## config.mk

```make
export PLATFORM = sky130hd
export DESIGN_NAME = hcc_config
export DESIGN_NICKNAME = d
export VERILOG_FILES = /design/src/rtl/hcc_pkg.sv /design/src/rtl/hcc_sync.sv /design/src/rtl/hcc_config.sv
export SDC_FILE = /design/constraint.sdc
export NUM_CORES = 1
export LEC_CHECK = 0
export BUFFER_PORTS_ARGS = -buffer_cell sky130_fd_sc_hd__buf_2
export CELL_PAD_IN_SITES_DETAIL_PLACEMENT = 1
export CELL_PAD_IN_SITES_GLOBAL_PLACEMENT = 1
export CORE_MARGIN = 2
export CORE_UTILIZATION = 30
export DETAILED_ROUTE_END_ITERATION = 10
export GPL_ROUTABILITY_DRIVEN = 1
export PLACE_DENSITY_LB_ADDON = 0.1
export RECOVER_POWER = 100
export SYNTH_ARGS = -nofsm -noshare
export SYNTH_HDL_FRONTEND = slang
export SYNTH_SLANG_ARGS = --single-unit
```

## constraint.sdc

```tcl
create_clock -name clock -period 3.5 [get_ports clock]
set_clock_uncertainty 0.1 [all_clocks]
set_input_delay 0.7 -clock clock [delete_from_list [all_inputs] [get_ports clock]]
set_output_delay 0.7 -clock clock [all_outputs]
set_load 0.02 [all_outputs]
```

## src/rtl/hcc_pkg.sv

```systemverilog
// Package for the hub charging/power configuration register.
// Assumes a single core clock with synchronous active-high reset.
package hcc_pkg;
   // =========================================================================
   // Register map
   localparam logic [7:0] HCC_CFG_OFFSET   = 8'h0A;  // Configuration register address
   // =========================================================================
   // Field positions
   localparam int         HCC_BIT_RSVD_HI  = 7;      // Reserved, reads zero
   localparam int         HCC_BIT_UNLOCK   = 6;      // Charging feature unlock
   localparam int         HCC_BIT_POLARITY = 5;      // Power enable polarity
   localparam int         HCC_BIT_HICUR    = 4;      // High-current divider select
   localparam int         HCC_BIT_SPARE_HI = 3;      // Spare storage, upper bit
   localparam int         HCC_BIT_SPARE_LO = 2;      // Spare storage, lower bit
   localparam int         HCC_BIT_AUTO_DIS = 1;      // Automatic mode disable
   localparam int         HCC_BIT_RSVD_LO  = 0;      // Reserved, reads zero
   // =========================================================================
   // Reset values
   localparam logic       HCC_RST_UNLOCK   = 1'b0;   // Unlock clear after reset
   localparam logic [1:0] HCC_RST_SPARE    = 2'h0;   // Spare bits clear after reset
   localparam logic       HCC_RST_STRAP    = 1'b0;   // Strap-fed bits before capture
   localparam logic       HCC_RST_HICUR    = 1'b0;   // Divider select before first OTP copy
   localparam int         HCC_NUM_PORTS    = 4;      // Downstream ports
   // =========================================================================
   // Strap capture sequencer counts
   localparam logic [1:0] HCC_CAPTURE_AT   = 2'h2;   // Fill count at which straps are taken
   localparam logic [1:0] HCC_FILL_LAST    = 2'h3;   // Fill counter stops here
   // =========================================================================
   // Charging modes per port
   typedef enum logic [3:0]
   {
      HCC_MODE_OFF         = 4'h1,  // Charging disabled on port
      HCC_MODE_CONNECTED   = 4'h2,  // Upstream connected charging mode
      HCC_MODE_DEDICATED   = 4'h4,  // Fixed dedicated charging only
      HCC_MODE_AUTO        = 4'h8   // Automatic mode switching
   } hcc_mode_t;
   // Capture sequencer states
   typedef enum logic [2:0]
   {
      HCC_ST_RESET   = 3'h1,  // Held in reset
      HCC_ST_CAPTURE = 3'h2,  // Capture straps once the fill count reaches HCC_CAPTURE_AT
      HCC_ST_RUN     = 3'h4   // Normal operation
   } hcc_state_t;
endpackage

```

## src/rtl/hcc_sync.sv

```systemverilog
// Two-flop synchroniser for one asynchronous pin level.
// Assumes the destination clock is the hub core clock.
`timescale 1ns/1ns
`default_nettype none
module hcc_sync
(
   input  wire logic clock,    // Core clock
   input  wire logic rst,      // Synchronous reset, active high
   input  wire logic async_in, // Pin level
   output logic      sync_out  // Synchronised level
);
   import hcc_pkg::*;
   logic meta_reg;

   // =========================================================================
   // Synchroniser; first stage only feeds the second
   always_ff @(posedge clock)
   begin
      if (rst)
      begin
         meta_reg <= 1'b0;
         sync_out <= 1'b0;
      end
      else
      begin
         meta_reg <= async_in;
         sync_out <= meta_reg;
      end
   end
endmodule // hcc_sync
`default_nettype wire

```

## src/rtl/hcc_config.sv

```systemverilog
// Hub charging and power-switch configuration register.
// Assumes write sources (EEPROM loader, SMBus slave) present one-cycle
// strobes on the core clock, and OTP and strap pins are static levels.
`timescale 1ns/1ns
`default_nettype none
module hcc_config
(
   input  wire logic                              clock,          // Core clock, 50 MHz
   input  wire logic                              rst,            // Sync reset, active high
   input  wire logic                              power_polarity_strap_pin,      // Strap
   input  wire logic                              auto_charge_suspend_strap_pin, // Strap
   input  wire logic                              otp_high_current_select, // OTP bit
   input  wire logic                              i2c_mode,       // EEPROM config mode
   input  wire logic                              smbus_mode,     // SMBus config mode
   input  wire logic                              eeprom_wr,      // EEPROM load strobe
   input  wire logic                              smbus_wr,       // SMBus write strobe
   input  wire logic [7:0]                        wr_addr,        // Write address
   input  wire logic [7:0]                        wr_data,        // Write data
   input  wire logic [7:0]                        rd_addr,        // Read address
   output logic      [7:0]                        rd_data,        // Read data, registered
   input  wire logic                              upstream_connected,    // Upstream link up
   input  wire logic [hcc_pkg::HCC_NUM_PORTS-1:0] port_power_on,  // Power request per port
   input  wire logic [hcc_pkg::HCC_NUM_PORTS-1:0] port_charge_en, // Charging per port
   output logic      [hcc_pkg::HCC_NUM_PORTS-1:0] port_power_enable_out, // Power pins
   output logic      [hcc_pkg::HCC_NUM_PORTS*4-1:0] port_charge_mode, // One-hot per port
   output logic                                   divider_charge_level_two,   // Level 2
   output logic                                   divider_charge_level_three  // Level 3
);
   import hcc_pkg::*;

   hcc_state_t state_reg;
   hcc_state_t state_next;
   logic       pol_sync;
   logic       auto_sync;
   logic       charge_feature_unlock_reg;
   logic       power_enable_polarity_reg;
   logic       high_current_divider_select_reg;
   logic [1:0] spare_reg;
   logic       auto_charge_disable_reg;
   logic       wr_hit;
   logic       wr_ok;
   logic [7:0] cfg_view;

   // =========================================================================
   // Strap synchronisers
   hcc_sync u_pol_sync
   (
      .clock    (clock),
      .rst      (rst),
      .async_in (power_polarity_strap_pin),
      .sync_out (pol_sync)
   );
   hcc_sync u_auto_sync
   (
      .clock    (clock),
      .rst      (rst),
      .async_in (auto_charge_suspend_strap_pin),
      .sync_out (auto_sync)
   );

   // =========================================================================
   // Capture sequencer: wait for the sync chain to fill before sampling
   logic [1:0] fill_reg;
   always_ff @(posedge clock)
   begin
      if (rst)
         fill_reg <= 2'h0;
      else if (fill_reg != HCC_FILL_LAST)
         fill_reg <= fill_reg + 2'h1;
   end

   always_comb
   begin
      state_next = state_reg;
      case (state_reg)
         HCC_ST_RESET:   state_next = HCC_ST_CAPTURE;
         HCC_ST_CAPTURE: if (fill_reg == HCC_CAPTURE_AT) state_next = HCC_ST_RUN;
         HCC_ST_RUN:     state_next = HCC_ST_RUN;
         default:        state_next = HCC_ST_RESET;
      endcase
   end

   always_ff @(posedge clock)
   begin
      if (rst)
         state_reg <= HCC_ST_RESET;
      else
         state_reg <= state_next;
   end

   // =========================================================================
   // Write qualification; writes before strap capture finish are dropped
   // so the strap value is not overtaken by an early load
   assign wr_hit = (eeprom_wr && i2c_mode) || (smbus_wr && smbus_mode);
   assign wr_ok  = wr_hit && (wr_addr == HCC_CFG_OFFSET) && (state_reg == HCC_ST_RUN);

   // =========================================================================
   // Unlock bit
   always_ff @(posedge clock)
   begin
      if (rst)
         charge_feature_unlock_reg <= HCC_RST_UNLOCK;
      else if (wr_ok)
         charge_feature_unlock_reg <= wr_data[HCC_BIT_UNLOCK];
   end

   // =========================================================================
   // Divider select: unlock in the same write data opens the field at once
   always_ff @(posedge clock)
   begin
      if (rst)
         high_current_divider_select_reg <= HCC_RST_HICUR;
      else if (wr_ok && wr_data[HCC_BIT_UNLOCK])
         high_current_divider_select_reg <= wr_data[HCC_BIT_HICUR];
      else if (!charge_feature_unlock_reg)
         high_current_divider_select_reg <= otp_high_current_select;
   end

   // =========================================================================
   // Polarity and auto-disable: strap capture, then EEPROM or SMBus writes
   always_ff @(posedge clock)
   begin
      if (rst)
      begin
         power_enable_polarity_reg <= HCC_RST_STRAP;
         auto_charge_disable_reg   <= HCC_RST_STRAP;
      end
      else if (state_reg == HCC_ST_CAPTURE && fill_reg == HCC_CAPTURE_AT)
      begin
         power_enable_polarity_reg <= pol_sync;
         auto_charge_disable_reg   <= auto_sync;
      end
      else if (wr_ok)
      begin
         power_enable_polarity_reg <= wr_data[HCC_BIT_POLARITY];
         auto_charge_disable_reg   <= wr_data[HCC_BIT_AUTO_DIS];
      end
   end

   // =========================================================================
   // Spare storage bits
   always_ff @(posedge clock)
   begin
      if (rst)
         spare_reg <= HCC_RST_SPARE;
      else if (wr_ok)
         spare_reg <= wr_data[HCC_BIT_SPARE_HI:HCC_BIT_SPARE_LO];
   end

   // =========================================================================
   // Read view; reserved bits have no storage so writes vanish
   always_comb
   begin
      cfg_view                                    = 8'h00;
      cfg_view[HCC_BIT_RSVD_HI]                   = 1'b0;
      cfg_view[HCC_BIT_UNLOCK]                    = charge_feature_unlock_reg;
      cfg_view[HCC_BIT_POLARITY]                  = power_enable_polarity_reg;
      cfg_view[HCC_BIT_HICUR]                     = high_current_divider_select_reg;
      cfg_view[HCC_BIT_SPARE_HI:HCC_BIT_SPARE_LO] = spare_reg;
      cfg_view[HCC_BIT_AUTO_DIS]                  = auto_charge_disable_reg;
      cfg_view[HCC_BIT_RSVD_LO]                   = 1'b0;
   end

   always_ff @(posedge clock)
   begin
      if (rst)
         rd_data <= 8'h00;
      else if (rd_addr == HCC_CFG_OFFSET)
         rd_data <= cfg_view;
      else
         rd_data <= 8'h00;
   end

   // =========================================================================
   // Power enable pins: polarity applied per port
   always_ff @(posedge clock)
   begin
      if (rst)
         port_power_enable_out <= '0;
      else if (power_enable_polarity_reg)
         port_power_enable_out <= port_power_on;
      else
         port_power_enable_out <= ~port_power_on;
   end

   // =========================================================================
   // Per-port charging mode selection
   always_ff @(posedge clock)
   begin
      if (rst)
         port_charge_mode <= {HCC_NUM_PORTS{HCC_MODE_OFF}};
      else
         for (int i = 0; i < HCC_NUM_PORTS; i++)
         begin
            if (!port_charge_en[i])
               port_charge_mode[i*4 +: 4] <= HCC_MODE_OFF;
            else if (upstream_connected)
               port_charge_mode[i*4 +: 4] <= HCC_MODE_CONNECTED;
            else if (auto_charge_disable_reg)
               port_charge_mode[i*4 +: 4] <= HCC_MODE_DEDICATED;
            else
               port_charge_mode[i*4 +: 4] <= HCC_MODE_AUTO;
         end
   end

   // High-current divider level used by automatic mode
   always_ff @(posedge clock)
   begin
      if (rst)
      begin
         divider_charge_level_two   <= 1'b0;
         divider_charge_level_three <= 1'b0;
      end
      else
      begin
         divider_charge_level_two   <= !auto_charge_disable_reg && !high_current_divider_select_reg;
         divider_charge_level_three <= !auto_charge_disable_reg && high_current_divider_select_reg;
      end
   end

   // =========================================================================
   // Assertions
   // Look-back checks skip the first edge after reset, where registered
   // outputs still carry reset values rather than a function of the inputs
   a_reserved_zero: assert property (@(posedge clock) disable iff (rst)
      (rd_data[HCC_BIT_RSVD_HI] == 1'b0) && (rd_data[HCC_BIT_RSVD_LO] == 1'b0))
      else $error("reserved bit reads nonzero");
   a_locked_otp: assert property (@(posedge clock) disable iff (rst)
      !$past(rst) && $past(!charge_feature_unlock_reg)
      && !$past(wr_ok && wr_data[HCC_BIT_UNLOCK])
      |-> high_current_divider_select_reg == $past(otp_high_current_select))
      else $error("locked divider select not from OTP");
   a_unlock_same_write: assert property (@(posedge clock) disable iff (rst)
      wr_ok && wr_data[HCC_BIT_UNLOCK] |=> charge_feature_unlock_reg
      && high_current_divider_select_reg == $past(wr_data[HCC_BIT_HICUR]))
      else $error("combined unlock write not applied");
   a_polarity_pin: assert property (@(posedge clock) disable iff (rst)
      !$past(rst) |-> port_power_enable_out ==
      ($past(power_enable_polarity_reg) ? $past(port_power_on) : ~$past(port_power_on)))
      else $error("power enable polarity wrong");
   a_strap_capture: assert property (@(posedge clock) disable iff (rst)
      state_reg == HCC_ST_CAPTURE && fill_reg == HCC_CAPTURE_AT |=>
      power_enable_polarity_reg == $past(pol_sync)
      && auto_charge_disable_reg == $past(auto_sync))
      else $error("strap not captured");
   a_early_write_drop: assert property (@(posedge clock) disable iff (rst)
      wr_hit && state_reg != HCC_ST_RUN |=>
      $stable(charge_feature_unlock_reg) && $stable(spare_reg))
      else $error("write before strap capture applied");
   a_polarity_write: assert property (@(posedge clock) disable iff (rst)
      wr_ok |=> power_enable_polarity_reg == $past(wr_data[HCC_BIT_POLARITY])
      && auto_charge_disable_reg == $past(wr_data[HCC_BIT_AUTO_DIS]))
      else $error("polarity write not applied");
   a_spare_store: assert property (@(posedge clock) disable iff (rst)
      wr_ok |=> spare_reg == $past(wr_data[HCC_BIT_SPARE_HI:HCC_BIT_SPARE_LO]))
      else $error("spare bits not stored");
   a_connected_mode: assert property (@(posedge clock) disable iff (rst)
      upstream_connected && port_charge_en[0] |=>
      port_charge_mode[3:0] == HCC_MODE_CONNECTED)
      else $error("connected mode not used");
   a_charge_off: assert property (@(posedge clock) disable iff (rst)
      !port_charge_en[HCC_NUM_PORTS-1] |=>
      port_charge_mode[HCC_NUM_PORTS*4-1 -: 4] == HCC_MODE_OFF)
      else $error("disabled port not off");
   a_level_select: assert property (@(posedge clock) disable iff (rst)
      !auto_charge_disable_reg && high_current_divider_select_reg |=>
      divider_charge_level_three && !divider_charge_level_two)
      else $error("divider level three wrong");
   a_level_two: assert property (@(posedge clock) disable iff (rst)
      !auto_charge_disable_reg && !high_current_divider_select_reg |=>
      divider_charge_level_two && !divider_charge_level_three)
      else $error("divider level two wrong");
   a_auto_disable: assert property (@(posedge clock) disable iff (rst)
      auto_charge_disable_reg && !upstream_connected && port_charge_en[0] |=>
      port_charge_mode[3:0] == HCC_MODE_DEDICATED)
      else $error("auto disable ignored");

   // Covers: both write sources, unlock and relock, and a write refused
   // while the straps are still being captured
   c_smbus_write: cover property (@(posedge clock) smbus_wr && wr_ok);
   c_eeprom_write: cover property (@(posedge clock) eeprom_wr && wr_ok);
   c_unlock_write: cover property (@(posedge clock) wr_ok && wr_data[HCC_BIT_UNLOCK]);
   c_relock_write: cover property (@(posedge clock)
      wr_ok && charge_feature_unlock_reg && !wr_data[HCC_BIT_UNLOCK]);
   c_early_write: cover property (@(posedge clock) wr_hit && state_reg != HCC_ST_RUN);
endmodule // hcc_config
`default_nettype wire

```

# Word level (Yosys, flattened, before mapping)
# Cells that the tools add are included.
# totals
output_inout_bits,30
wordCells,64
reg_bits,45
# op_classes
n_bitwise,6
muxes,11
reduce_logical,17
eq_ne,9
add_sub_neg,1
# ops
operator,count
"8-bit by 4-bit equality test with 1-bit output, second input constant",2
4-bit 2-to-1 mux,3
2-bit OR reduction,5
3-bit case mux with 3 select lines,1
1-bit logical AND,8
1-bit 2-to-1 mux,6
1-bit inverter,5
"2-bit by 1-bit != test with 1-bit output, second input constant",2
4-bit inverter,1
"3-bit by 1-bit equality test with 1-bit output, second input constant",1
"3-bit by 2-bit equality test with 1-bit output, second input constant",1
"3-bit equality test, second input constant",1
3-bit 2-to-1 mux,1
"2-bit by 1-bit adder with 2-bit output, second input constant",1
"2-bit equality test, second input constant",1
1-bit logical NOT,2
"2-bit != test, second input constant",1
2-bit nonzero test,1
1-bit logical OR,1

# Longest topological paths before layout
# logic_depth
ltp_word,6
mapped_depth,6
depth_no_buf,6

# Cells and area by module
# From an unflattened synthesis, not the netlist that was laid out.
# unflattened
hier_cells,132
area_unflattened_um2,1447.6
# by_module_without_submodules
module,area_per_inst_um2,n_inst,cells_each,seq_area_each_um2
hcc_config,1342.5,1,124,780.7
hcc_sync,52.6,2,4,40.0

# Worst setup path after synthesis
# No wires, ideal clock.
# synth_path
path_type,input to register
startpoint,input port wr_addr[5]
endpoint,register power_enable_polarity_reg
t_arrival_ns,1.533
setup_time_ns,0.086
n_path_buf,0
required_ns,3.314
stages,4
slack_ns,1.782
cell_sequence,nor4_4 > nand4_4 > mux2i_1 > a211oi_1
# synth_between
elab_chain_len,4
# synth_lines
item,line,rtl
from (decl),hcc_config.sv:17,"input wire logic [7:0] wr_addr,"
8-bit by 4-bit equality test with 1-bit output,hcc_config.sv:95,assign wr_ok = wr_hit && (wr_addr == HCC_CFG_OFFSET) && (state_reg == HCC_ST_RUN);
1-bit logical AND (2 in series),hcc_config.sv:95,
2-bit nonzero test (no source line),n/a,
to (signal assigned),hcc_config.sv:130,power_enable_polarity_reg <= pol_sync;
to (signal assigned),hcc_config.sv:135,power_enable_polarity_reg <= wr_data[HCC_BIT_POLARITY];
to (decl),hcc_config.sv:36,logic power_enable_polarity_reg;
# No other way between the ends.
# A chain may end at the register's enable or synchronous reset.

# Worst setup path in the final report
# layout_path
startpoint,input port rst
endpoint,register rd_data[1]
# layout_between
elab_chain_len,1
# layout_lines
item,line,rtl
from (decl),hcc_config.sv:9,"input wire logic rst,"
2-bit OR reduction (no source line),n/a,
to (signal assigned),hcc_config.sv:169,rd_data <= cfg_view;
to (decl),hcc_config.sv:20,"output logic [7:0] rd_data,"
# No other way between the ends.

==> impl_metrics.json <==
{
  "power.density_nw_per_um2": 546,
  "wl_per_cell_um": 12.5,
  "die_x_um": 73.3,
  "path_class": "in2reg",
  "insertion_delay_ns": 0.28,
  "grt_pass1_vias": 1203,
  "outcome": "completed",
  "cts_tree": "yes",
  "place_area_um2": 1820,
  "gp_congestion": 0.655,
  "synth-edff-count": 0,
  "path_clk_slew_ns": 0.07,
  "viasPerCell": 4.46,
  "maxCapViolCount": 0,
  "die-area_um2": 5380,
  "ys_types": 30,
  "final.fill_count": 589,
  "seq_area_um2": 861,
  "chipHeight_um": 73.3,
  "top_register": "port_charge_mode",
  "largest_reg_flops": 16,
  "core_area_um2": 4690,
  "grt_max_degree": 22,
  "hold_class": "reg2reg",
  "end_kind": "flop",
  "power_leakage_nw": 0.847,
  "avgSynthCellArea_um2": 10.9,
  "critical_path_peak_fanout": 21,
  "post-cts-setup-buffers": 0,
  "async_flop_share": 0,
  "synthCells": 132,
  "worst_setup_path_start_kind": "input pin",
  "multi_input_comb_area_um2": 499,
  "grt_usage": 0.123,
  "antenna_found_initial": 0,
  "hold_viol": 0,
  "rsz0062_at_grt": "false",
  "cp.arrival_ns": 2.37,
  "final_max_slew_viol_count": 0,
  "io_pins": 72,
  "final_antenna_net_count": 0,
  "dr_total_vias": 1142,
  "required_ns": 3.63,
  "cts_buffer_depth": 2,
  "cts_resized": 0,
  "min_period_ns": 2.25,
  "cts.sinks": 43,
  "finalSetupViolations": 0,
  "wl_mm": 3.21,
  "drt_iter0_drc": 27,
  "area_delta_synth_final_pct": 29.3,
  "hpwl_mm": 2.51,
  "grt_overflow": 0,
  "numPortBuffers": 67,
  "num_rows": 25,
  "cts_max_level": 2,
  "grt_pass1_wl_mm": 5.05,
  "max_clock_freq_ghz": 0.445,
  "drc_errors": 0,
  "synth_area_um2": 1440,
  "fin_setup_tns_ns": 0,
  "ys_warn_count": 0,
  "final_area_um2": 1860,
  "cts_root_buf": "clkbuf_8",
  "ys_seq_area_frac": 0.597,
  "slew_headroom": 0.388,
  "cts_inserted_buffers": 5,
  "drive_gt1_frac": 0.238,
  "first_pass_iters": 2,
  "tightest_slew_ns": 0.918,
  "initial_core_util": 0.307,
  "hold_buffers": 0,
  "period_share": 0.642,
  "synth-seq-cells": 43,
  "diodes": 0,
  "peakVddDrop_mv": 0.187,
  "fin_nets": 245,
  "ys.flop_type": "dfxtp_1",
  "top_regs": "port_charge_mode: 16 flops, rd_data: 6 flops, port_power_enable_out: 4 flops"
}
-- critical path, cell delays in order --
cell and delay [ns]:
clkbuf_1 0.37, nor4_1 0.31, nand3b_1 0.11, nor4b_1 0.67, and2_0 0.21
-- per-layer routing --
layer,share of wire,global-route usage
met4,0.0081,0.0364
met2,0.53,0.238
met3,0.072,0.0466
met1,0.39,0.119
met5,0,0
-- synthesized netlist by cell type (4+ instances only) --
cell | instances | area share
dfxtp_1 | 43 | 0.60
nor2_1 | 20 | 0.052
nor3_1 | 8 | 0.028
and2_1 | 6 | 0.026
mux2i_1 | 6 | 0.042
nand2_1 | 6 | 0.016
xor2_1 | 6 | 0.036
inv_1 | 5 | 0.013
clkbuf_1 | 4 | 0.010
nor2b_1 | 4 | 0.017
-- power by group --
group          total, mW  leakage (nW)  internal (mW)  switching, mW
clock              0.390        0.0612          0.231          0.160
sequential         0.531         0.353          0.513         0.0183
combinational     0.0957         0.433         0.0415         0.0542
total               1.02         0.847          0.785          0.232
-- through the flow --
stage | instances | power, mW | hold WS, ns | setup slack [ns] | utilization
2_1_floorplan | 133 | 0.600 | 0.314 | 1.78 | -
3_3_place_gp | 248 | 0.638 | 0.321 | 1.40 | 0.387
3_5_place_dp | 248 | 0.646 | 0.331 | 1.39 | 0.387
4_1_cts | 256 | 1.04 | 0.350 | 1.69 | 0.413
5_1_grt | 256 | 1.07 | 0.369 | 0.908 | 0.397
6_report | 256 | 1.02 | 0.345 | 1.25 | 0.397
-- layout make-up --
type,count,area share
flip-flops and latches,43,0.462
multi-input cells,79,0.268
repair buffers,67,0.161
clock buffers,6,0.0443
well taps,54,0.0363
clock inverters,2,0.0188
inverters,5,0.0101
-- cells in the final DEF, fill, tap and decap left out --
| cell | synthesis | routed |
|---|---|---|
| nor4_1 | 1 | 2 |
| nand4_1 | 0 | 1 |
| o21ai_1 | 1 | 1 |
| clkbuf_8 | 0 | 6 |
| nand2_1 | 6 | 6 |
| nor4b_1 | 0 | 1 |
| bufinv_16 | 0 | 1 |
| o21ai_0 | 1 | 1 |
| clkinv_2 | 0 | 1 |
| a211oi_1 | 2 | 2 |
| ha_1 | 2 | 2 |
| a21oi_1 | 2 | 2 |
| o211ai_1 | 1 | 1 |
| nor3_1 | 8 | 8 |
| inv_1 | 5 | 5 |
| mux2i_1 | 6 | 6 |
| and2_0 | 0 | 5 |
| dfxtp_1 | 43 | 43 |
| buf_2 | 0 | 38 |
| and3b_1 | 1 | 1 |
| o311a_1 | 1 | 1 |
| nor3b_1 | 1 | 1 |
| a22o_1 | 1 | 1 |
| xor2_1 | 6 | 6 |
| clkbuf_1 | 4 | 29 |
| nor4b_4 | 1 | 1 |
| mux2_2 | 1 | 1 |
| nand3b_1 | 1 | 1 |
| nor2b_1 | 4 | 4 |
| and2_1 | 6 | 1 |
| conb_1 | 1 | 2 |
| or3_1 | 1 | 1 |
| nor2_1 | 20 | 20 |
-- worst paths after layout --
path,startpoint,endpoint,slack [ns],cells after the start
worst max-delay path,rst,rd_data[1],1.25,5
worst min-delay path,u_pol_sync.meta_reg,u_pol_sync.sync_out,0.34,1
worst max register to register,state_reg[0],power_enable_polarity_reg,1.72,4
worst min register to register,u_pol_sync.meta_reg,u_pol_sync.sync_out,0.34,1
-- cell families after synthesis --
| kind of cell | after synthesis | synth area share |
|---|---|---|
| AOI/OAI and AO/OA | 9 | 0.0425 |
| xor gates and xnor gates | 6 | 0.0365 |
| adders and majority gates | 2 | 0.0174 |
| buffers and inverters | 11 | 0.0338 |
| DFF | 43 | 0.597 |
| muxes | 7 | 0.0495 |
| other | 1 | 0.00260 |
| and+or+nand+nor | 53 | 0.220 |
(Power assumes the default switching activity.)
